--- src/verilog/afc_consts.svh ---
// Purpose: Constants for the receive FIFO flow controller
// Assumes: 25 MHz clock, AHB-Lite register access
// Notes:   Operation of the block summarised below
//
// Operation
// RULE1: Any-frame mode: FIFO at high level triggers back pressure or pause.
// RULE2: In full duplex, the any-frame bit alone enables automatic pause.
// RULE3: Half duplex any-frame: jam at preamble, no address decode.
// RULE4: Full duplex any-frame: request pause as soon as high level reached.
// RULE5: Pause request is held until the MAC takes it.
// RULE6: Any-frame bit overrides multicast, broadcast and own-address bits.
// RULE7: Jam code: 5,10,15,25,50us then 50us steps; 10M adds 2.2us.
// RULE8: High level in 64-byte units; pause time from MAC flow value.
// RULE9: Zero-time pause below low level, only after high pause sent.
// RULE10: Jam code in bits 7:4, used only in half duplex.
// RULE11: No pause and no back pressure while transmitter disabled.
// RULE12: Jam ends after duration; each later qualifying frame retriggers.
`ifndef AFC_CONSTS_SVH
`define AFC_CONSTS_SVH
`define AUTO_FLOW_CONTROL_CONFIG_ADDR          8'hac
`define AFC_STAT_ADDR         8'hc0
`define AFC_ADDR_MSB          7
`define AUTO_FLOW_CONTROL_CONFIG_RST           32'h0000_0000
`define AUTO_FLOW_CONTROL_CONFIG_WMASK         32'h00ff_ffff
`define AFC_LVL_SHIFT         6
`define AFC_HTRANS_BUSY_BIT   1
`define AFC_HRESP_OKAY        1'b0
`define AFC_PAUSE_ZERO        16'h0000
`define AFC_CLK_PERIOD_NS     40
`define AFC_TICK_NS           200
`define AFC_JAM_T0_NS         5000
`define AFC_JAM_T1_NS         10000
`define AFC_JAM_T2_NS         15000
`define AFC_JAM_T3_NS         25000
`define AFC_JAM_STEP_NS       50000
`define AFC_JAM_STEP_BASE     3
`define AFC_JAM_10M_EXTRA_NS  2200
`endif

--- src/verilog/afc_pkg.sv ---
// Purpose: Types for the receive FIFO flow controller
// Assumes: Field layout of the configuration word
// Notes:   Carriers travel as packed structs
package afc_pkg;
  typedef struct packed {
    logic [7:0] rsvd;
    logic [7:0] fifo_high_threshold;
    logic [7:0] fifo_low_threshold;
    logic [3:0] jam_duration_select;
    logic       multicast_flow_enable;
    logic       broadcast_flow_enable;
    logic       own_address_flow_enable;
    logic       any_frame_flow_enable;
  } auto_flow_control_config_t;
  typedef struct packed {
    logic [26:0] rsvd;
    logic        below_low;
    logic        at_high;
    logic        paused;
    logic        pause_pending;
    logic        jam_active;
  } afc_status_t;
  typedef struct packed {
    logic preamble;
    logic addr_done;
    logic is_multicast;
    logic is_broadcast;
    logic is_own_addr;
  } afc_rx_t;
  typedef struct packed {
    logic        req;
    logic        zero_time;
    logic [15:0] pause_time_value;
  } afc_pause_t;
  typedef enum logic [1:0] {PS_IDLE, PS_HI_REQ, PS_SENT, PS_LO_REQ}
    afc_pstate_t;
endpackage : afc_pkg

--- src/verilog/afc_jam_timer.sv ---
// Purpose: Back-pressure duration timer
// Assumes: Start and abort are single-cycle qualified
// Notes:   Counts in 200 ns ticks
`timescale 1ns/1ps
`include "afc_consts.svh"
module afc_jam_timer #(
  parameter int unsigned P_TICK_CYC = `AFC_TICK_NS / `AFC_CLK_PERIOD_NS
) (
  // Clock and reset
  input  wire logic       i_clk,
  input  wire logic       i_rst,
  input  wire logic       i_ce,
  // Control
  input  wire logic       i_start,
  input  wire logic       i_abort,
  input  wire logic [3:0] i_code,
  input  wire logic       i_speed_100,
  // Status
  output logic            o_busy
);
  if (P_TICK_CYC < 1 || P_TICK_CYC > 255) begin : g_bad_tick
    $error("P_TICK_CYC out of range");
  end

  function automatic logic [15:0] jam_units(logic [3:0] c, logic s100);
    logic [31:0] ns;
    case (c)
      4'h0: ns = `AFC_JAM_T0_NS;
      4'h1: ns = `AFC_JAM_T1_NS;
      4'h2: ns = `AFC_JAM_T2_NS;
      4'h3: ns = `AFC_JAM_T3_NS;
      default: ns = (32'(c) - 32'(`AFC_JAM_STEP_BASE)) * `AFC_JAM_STEP_NS;
    endcase
    if (!s100) begin
      ns = ns + `AFC_JAM_10M_EXTRA_NS;
    end
    return 16'(ns / `AFC_TICK_NS);
  endfunction : jam_units

  localparam logic [7:0] TICK_LAST = 8'(P_TICK_CYC - 1);

  ////////////////////////////////////////////////////////////////////////
  logic [15:0] units_left;
  logic [7:0]  pre;
  logic [15:0] next_units_left;
  logic [7:0]  next_pre;
  logic        next_busy;

  always_comb begin
    next_units_left = units_left;
    next_pre        = pre;
    next_busy       = o_busy;
    if (i_abort) begin
      next_busy = 1'b0;
    end else if (i_start) begin
      next_units_left = jam_units(i_code, i_speed_100); // RULE7
      next_pre        = TICK_LAST;
      next_busy       = 1'b1;
    end else if (o_busy) begin
      if (pre == 8'h00) begin
        next_pre = TICK_LAST;
        if (units_left == 16'h0001) begin
          next_busy = 1'b0; // RULE12
        end else begin
          next_units_left = units_left - 16'h0001;
        end
      end else begin
        next_pre = pre - 8'h01;
      end
    end
  end

  always_ff @(posedge i_clk) begin
    if (i_rst) begin
      units_left <= 16'h0000;
      pre        <= 8'h00;
      o_busy     <= 1'b0;
    end else if (i_ce) begin
      units_left <= next_units_left;
      pre        <= next_pre;
      o_busy     <= next_busy;
    end
  end

  ////////////////////////////////////////////////////////////////////////
  // Helper: busy cycles since last start
  logic [31:0] run_cyc;
  logic [31:0] units_l;
  always_ff @(posedge i_clk) begin
    if (i_rst) begin
      run_cyc <= 32'h0000_0000;
      units_l <= 32'h0000_0000;
    end else if (i_ce) begin
      if (i_start) begin
        run_cyc <= 32'h0000_0000;
        units_l <= 32'(jam_units(i_code, i_speed_100));
      end else if (o_busy) begin
        run_cyc <= run_cyc + 32'h0000_0001;
      end
    end
  end
endmodule : afc_jam_timer

--- src/verilog/afc_flow_ctrl.sv ---
// Purpose: Automatic receive flow control (pause and back pressure)
// Assumes: MAC supplies duplex, speed, tx enable and frame events
// Notes:   Zero-wait AHB-Lite slave, one clock domain
`timescale 1ns/1ps
`include "afc_consts.svh"
module afc_flow_ctrl #(
  parameter int unsigned P_LVL_W    = 14,
  parameter int unsigned P_TICK_CYC = `AFC_TICK_NS / `AFC_CLK_PERIOD_NS
) (
  // Clock and reset
  input  wire logic                i_clk,
  input  wire logic                i_rst,
  input  wire logic                i_ce,
  // AHB-Lite slave
  input  wire logic                i_hsel,
  input  wire logic [31:0]         i_haddr,
  input  wire logic [1:0]          i_htrans,
  input  wire logic                i_hwrite,
  input  wire logic [2:0]          i_hsize,
  input  wire logic [31:0]         i_hwdata,
  input  wire logic                i_hready,
  output logic      [31:0]         o_hrdata,
  output logic                     o_hreadyout,
  output logic                     o_hresp,
  // MAC state
  input  wire logic                i_full_duplex,
  input  wire logic                i_speed_100,
  input  wire logic                i_tx_enable,
  input  wire logic [15:0]         i_pause_time_value,
  // Receive side
  input  wire logic [P_LVL_W-1:0]  i_rx_fifo_bytes,
  input  wire afc_pkg::afc_rx_t    i_rx,
  // Flow outputs and pause acknowledge input
  output logic                     o_jam,
  output afc_pkg::afc_pause_t      o_pause,
  input  wire logic                i_pause_ack
);
  if (P_LVL_W < 14 || P_LVL_W > 30) begin : g_bad_lvl
    $error("P_LVL_W out of range");
  end

  function automatic logic [P_LVL_W-1:0] to_bytes(logic [7:0] units);
    return P_LVL_W'(units) << `AFC_LVL_SHIFT;
  endfunction : to_bytes

  ////////////////////////////////////////////////////////////////////////
  // Register bus
  afc_pkg::auto_flow_control_config_t    cfg;
  afc_pkg::auto_flow_control_config_t    next_cfg;
  afc_pkg::afc_status_t stat;
  logic                 wr_act;
  logic [7:0]           wr_addr;
  logic                 next_wr_act;
  logic [7:0]           next_wr_addr;
  logic [31:0]          next_hrdata;
  logic                 addr_ok;

  assign o_hreadyout = 1'b1;
  assign o_hresp     = `AFC_HRESP_OKAY;
  assign addr_ok     = i_hsel && i_hready && i_htrans[`AFC_HTRANS_BUSY_BIT];

  always_comb begin
    next_cfg     = cfg;
    next_wr_act  = addr_ok && i_hwrite;
    next_wr_addr = i_haddr[`AFC_ADDR_MSB:0];
    next_hrdata  = o_hrdata;
    if (wr_act && wr_addr == `AUTO_FLOW_CONTROL_CONFIG_ADDR) begin
      next_cfg = afc_pkg::auto_flow_control_config_t'(i_hwdata & `AUTO_FLOW_CONTROL_CONFIG_WMASK);
    end
    if (addr_ok && !i_hwrite) begin
      case (i_haddr[`AFC_ADDR_MSB:0])
        `AUTO_FLOW_CONTROL_CONFIG_ADDR:  next_hrdata = 32'(next_cfg);
        `AFC_STAT_ADDR: next_hrdata = 32'(stat);
        default:        next_hrdata = 32'h0000_0000;
      endcase
    end
  end

  always_ff @(posedge i_clk) begin
    if (i_rst) begin
      cfg      <= afc_pkg::auto_flow_control_config_t'(`AUTO_FLOW_CONTROL_CONFIG_RST);
      wr_act   <= 1'b0;
      wr_addr  <= 8'h00;
      o_hrdata <= 32'h0000_0000;
    end else if (i_ce) begin
      cfg      <= next_cfg;
      wr_act   <= next_wr_act;
      wr_addr  <= next_wr_addr;
      o_hrdata <= next_hrdata;
    end
  end

  ////////////////////////////////////////////////////////////////////////
  // Level compare
  logic at_hi;
  logic below_lo;
  logic fd_en;
  logic hd_en;
  logic qual;
  logic trig;

  assign at_hi    = i_rx_fifo_bytes >= to_bytes(cfg.fifo_high_threshold); // RULE8
  assign below_lo = i_rx_fifo_bytes < to_bytes(cfg.fifo_low_threshold); // RULE9
  assign fd_en    = i_full_duplex && cfg.any_frame_flow_enable
                    && i_tx_enable; // RULE2 RULE11
  assign hd_en    = !i_full_duplex && i_tx_enable && at_hi; // RULE10 RULE11
  // Address qualifiers only count when any-frame is off
  assign qual = i_rx.addr_done && !cfg.any_frame_flow_enable
                && ((cfg.multicast_flow_enable && i_rx.is_multicast)
                 || (cfg.broadcast_flow_enable && i_rx.is_broadcast)
                 || (cfg.own_address_flow_enable && i_rx.is_own_addr)); // RULE6
  // Retrigger on every qualifying frame keeps the jam going under load
  assign trig = hd_en && ((cfg.any_frame_flow_enable && i_rx.preamble)
                          || qual); // RULE1 RULE3 RULE12

  afc_jam_timer #(
    .P_TICK_CYC (P_TICK_CYC)
  ) u_timer (
    .i_clk       (i_clk),
    .i_rst       (i_rst),
    .i_ce        (i_ce),
    .i_start     (trig),
    .i_abort     (i_full_duplex || !i_tx_enable), // RULE10 RULE11
    .i_code      (cfg.jam_duration_select),
    .i_speed_100 (i_speed_100),
    .o_busy      (o_jam)
  );

  ////////////////////////////////////////////////////////////////////////
  // Pause requests
  afc_pkg::afc_pstate_t pst;
  afc_pkg::afc_pstate_t next_pst;
  logic [15:0]          ptime;
  logic [15:0]          next_ptime;

  always_comb begin
    next_pst   = pst;
    next_ptime = ptime;
    case (pst)
      afc_pkg::PS_IDLE: begin
        if (fd_en && at_hi) begin
          next_pst   = afc_pkg::PS_HI_REQ; // RULE1 RULE4
          next_ptime = i_pause_time_value; // RULE8
        end
      end
      afc_pkg::PS_HI_REQ: begin
        if (!i_tx_enable) begin
          next_pst = afc_pkg::PS_IDLE; // RULE11
        end else if (i_pause_ack) begin
          next_pst = afc_pkg::PS_SENT; // RULE5
        end
      end
      afc_pkg::PS_SENT: begin
        if (!fd_en) begin
          next_pst = afc_pkg::PS_IDLE;
        end else if (below_lo) begin
          next_pst   = afc_pkg::PS_LO_REQ; // RULE9
          next_ptime = `AFC_PAUSE_ZERO;
        end
      end
      afc_pkg::PS_LO_REQ: begin
        if (!i_tx_enable || i_pause_ack) begin
          next_pst = afc_pkg::PS_IDLE; // RULE5 RULE11
        end
      end
      default: next_pst = afc_pkg::PS_IDLE;
    endcase
  end

  always_ff @(posedge i_clk) begin
    if (i_rst) begin
      pst   <= afc_pkg::PS_IDLE;
      ptime <= `AFC_PAUSE_ZERO;
    end else if (i_ce) begin
      pst   <= next_pst;
      ptime <= next_ptime;
    end
  end

  always_comb begin
    o_pause.req              = (pst == afc_pkg::PS_HI_REQ)
                               || (pst == afc_pkg::PS_LO_REQ);
    o_pause.zero_time        = pst == afc_pkg::PS_LO_REQ;
    o_pause.pause_time_value = ptime;
    stat                     = '0;
    stat.below_low           = below_lo;
    stat.at_high             = at_hi;
    stat.paused              = pst == afc_pkg::PS_SENT;
    stat.pause_pending       = o_pause.req;
    stat.jam_active          = o_jam;
  end
endmodule : afc_flow_ctrl

--- config.mk ---
export PLATFORM = sky130hd
export DESIGN_NAME = afc_flow_ctrl
export DESIGN_NICKNAME = d
export VERILOG_FILES = /design/src/verilog/afc_pkg.sv /design/src/verilog/afc_jam_timer.sv /design/src/verilog/afc_flow_ctrl.sv
export VERILOG_INCLUDE_DIRS = /design/src /design/src/verilog
export SDC_FILE = /design/constraint.sdc
export NUM_CORES = 1
export LEC_CHECK = 0
export ABC_AREA = 1
export BUFFER_PORTS_ARGS = -buffer_cell sky130_fd_sc_hd__buf_2
export CAP_MARGIN = 5
export CORE_MARGIN = 5
export CORE_UTILIZATION = 61
export CTS_CLUSTER_SIZE = 24
export DETAILED_ROUTE_END_ITERATION = 8
export HOLD_SLACK_MARGIN = 0.02
export PLACE_DENSITY = 0.83
export SYNTH_ARGS = -nofsm -noshare
export SYNTH_HDL_FRONTEND = slang
export SYNTH_SLANG_ARGS = --single-unit
--- constraint.sdc ---
create_clock -name i_clk -period 35.2 [get_ports i_clk]
set_input_delay 3.52 -clock i_clk [delete_from_list [all_inputs] [get_ports i_clk]]
set_output_delay 3.52 -clock i_clk [all_outputs]
set_load 0.005 [all_outputs]
==> reports/metrics.yaml <==
finalPower_mw: 0.444
final_layout_size_suffix_gt1_share_pct: 22.5
fin_cells: 2451
finClkSkew_ps: 8.58
io_buffers: 128
synth_edf_count: 0
yosysMostFrequentCell: "nand2_1"
wirelength_um: 33200
dieHeight_um: 157
startpoint_type: "register"
synth_top_cell_by_area: "dfxtp_1"
min-delay-start: "cfg[29]$_SDFFE_PP0P_"
avgSynthCellArea_um2: 6.42
leakage_nw: 7.55
synth_fp_nets: 2254
route.detailed.drc: 0
dpl.cell_count: 2418
cts_sinks: 116
critical_path_class: "reg2reg"
coreArea_mm2: 0.0212
ys.flop_type: "dfxtp_1"
postCtsSetupBuffers: 0
cts_root_buf: "clkbuf_16"
r2r-start: "cfg[4]$_SDFFE_PP0P_"
hpwl_um: 25900
tns_ps: 0
crit_fanout: 17
synth-seq-cells: 116
ir_drop_mv: 0.0432
syn_to_final_growth_pct: 9.83
powerDensity_mw_per_mm2: 30.6
period_needed_ps: 14000
start_util_pct: 62.5
end_kind: "register"
insertion_delay_ps: 410
fillCellCount: 1843
grt_pass1_vias: 12869
hold_path_depth: 2
overflow: 0
rsz0062_at_grt: "no"
routed_via_density: 5.52
ios: 167
drtPass1Iterations: 6
yosysWarnings: 0
worstPathArrival_ps: 14260
r2r_cells: 89
dieArea_mm2: 0.0247
hold_viol: 0
grt_pass1_wl_um: 57100
slowest_stage: "fa_1"
num-nets-final: 2357
cts_tree: "built"
outcome: "finished clean"
min_to: "cfg[29]$_SDFFE_PP0P_"
dieWidth_um: 157
num_vias: 13535
clk_pin_slew_ps: 50
min_path_type: "reg2reg"
slowest_delay_ps: 630
fin_crit_sh_pct: 39.8
ctsHoldBuffers: 0
drt_first_iter_violations: 846
max_freq_mhz: 71.5
wl_per_cell_um: 13.5
synth.cells.most_frequent: "nand2_1 (501), inv_1 (256), nand3_1 (177)"
numCtsBuffers: 17
max_cap_viol_count: 0
synthTopCellsByArea: "dfxtp_1 (18%), nand2_1 (14%), inv_1 (7.3%)"
clockBufferDepth: 2
gp_congestion: 0.889
antenna_found_initial: 5
ctsResizeCount: 0
synth_cell_types: 64
syn_area_mm2: 0.0132
r2r_end: "u_timer.units_left[0]$_SDFFE_PP0P_"
grt_max_degree: 64
synth_seq_area_share_pct: 17.6
slew_viol_final: 0
async_reset_ff_share_pct: 0
maxSlewHeadroom_pct: 28.0
finalSetupViolCount: 0
grtUsageTotal_pct: 26.8
cp.required_ps: 35470
rows: 53
synth_top_area_share_pct: 17.6
syn_inst: 2059
ant_nets: 0
cts_max_level: 4
reg2reg_slack_ps: 21200
worstMarginPinSlew_ps: 1080
-- report_power, final --
| part | internal (mW) | switching, mW | leakage, nW |
|---|---|---|---|
| registers | 0.132 | 0.000388 | 0.936 |
| clock network | 0.0963 | 0.0631 | 0.251 |
| logic | 0.0494 | 0.103 | 6.36 |
| total | 0.278 | 0.166 | 7.55 |
-- final cells by class --
cell class              instances  area [µm²]  share of cell area, %
diodes                          1        2.50                 0.0172
clock buffers                  19         433                   2.98
clock inverters                13         113                  0.775
inverters                     307        1170                   8.07
multi-input cells            1587        9460                   65.1
flip-flops and latches        116        2320                   16.0
well taps                     275         344                   2.37
repair buffers                133         678                   4.67
-- worst max-delay path by stage --
stage                              from                                 end  slack, ps  cells past startpoint
floorplan                   i_speed_100  u_timer.units_left[0]$_SDFFE_PP0P_      23810                     77
detailed placement  cfg[4]$_SDFFE_PP0P_  u_timer.units_left[0]$_SDFFE_PP0P_      21360                     93
finish              cfg[4]$_SDFFE_PP0P_  u_timer.units_left[0]$_SDFFE_PP0P_      21200                     89
CTS                 cfg[4]$_SDFFE_PP0P_  u_timer.units_left[0]$_SDFFE_PP0P_      21330                     93
global route        cfg[4]$_SDFFE_PP0P_  u_timer.units_left[0]$_SDFFE_PP0P_      20080                     91
global placement    cfg[4]$_SDFFE_PP0P_  u_timer.units_left[0]$_SDFFE_PP0P_      21730                     93
-- kinds of logic after synthesis --
kind of cell               count (synthesis)  share of synthesized area, %
and+or+nand+nor                         1176                          48.0
buffers and inverters                    356                          10.9
AOI/OAI and AO/OA                        284                          12.5
DFF                                      116                          17.6
adders and majority gates                 81                          8.12
xor gates and xnor gates                  44                          2.91
other                                      2                        0.0568
-- cells in the final DEF (no fill, tap or decap), types with 73 or more instances in the layout --
master,count
dfxtp_1,116
nand3_1,177
nand2_1,501
nor2_1,145
o21ai_0,81
nand2_2,102
ha_1,73
buf_2,128
inv_1,256
a21oi_1,128
-- worst max-delay path, delay by kind of cell (launching register included) --
family | cells | cell delay (ps)
compound gates | 5 | 970
fa+ha+maj | 5 | 2400
buf+inv | 8 | 730
flops | 1 | 490
simple gates | 71 | 9240
-- sequential cells by signal, indices dropped and copies added (netlist names) --
name                cells
u_timer.pre             8
wr_act                  1
o_hrdata               32
wr_addr                 8
u_timer.units_left     16
cfg                    32
ptime                  16
u_timer.o_busy          1
pst                     2
-- per-stage QoR --
| step | hold slack (ps) | instance area [µm²] | worst slack, ps | utilization (%) |
|---|---|---|---|---|
| final | 457 | 14500 | 21200 | 68.6 |
| after global routing | 485 | 14500 | 20080 | 68.6 |
| after CTS | 459 | 14500 | 21330 | 68.6 |
| after detailed placement | 450 | 14000 | 21360 | 66.1 |
| after global placement | 438 | 14000 | 21730 | 66.1 |
| after floorplan | 428 | 13200 | 23810 | - |
-- metal layers --
metal	routed length (µm)	share of wire [%]	track usage, %	up-vias
met5	50	0.15	0	-
met4	587	1.8	6.80	8
met3	1790	5.4	5.31	58
met2	16100	49	47.1	326
met1	14600	44	33.6	6227
li1	-	-	-	6916
No activity file was read; power rests on OpenSTA's default activity.
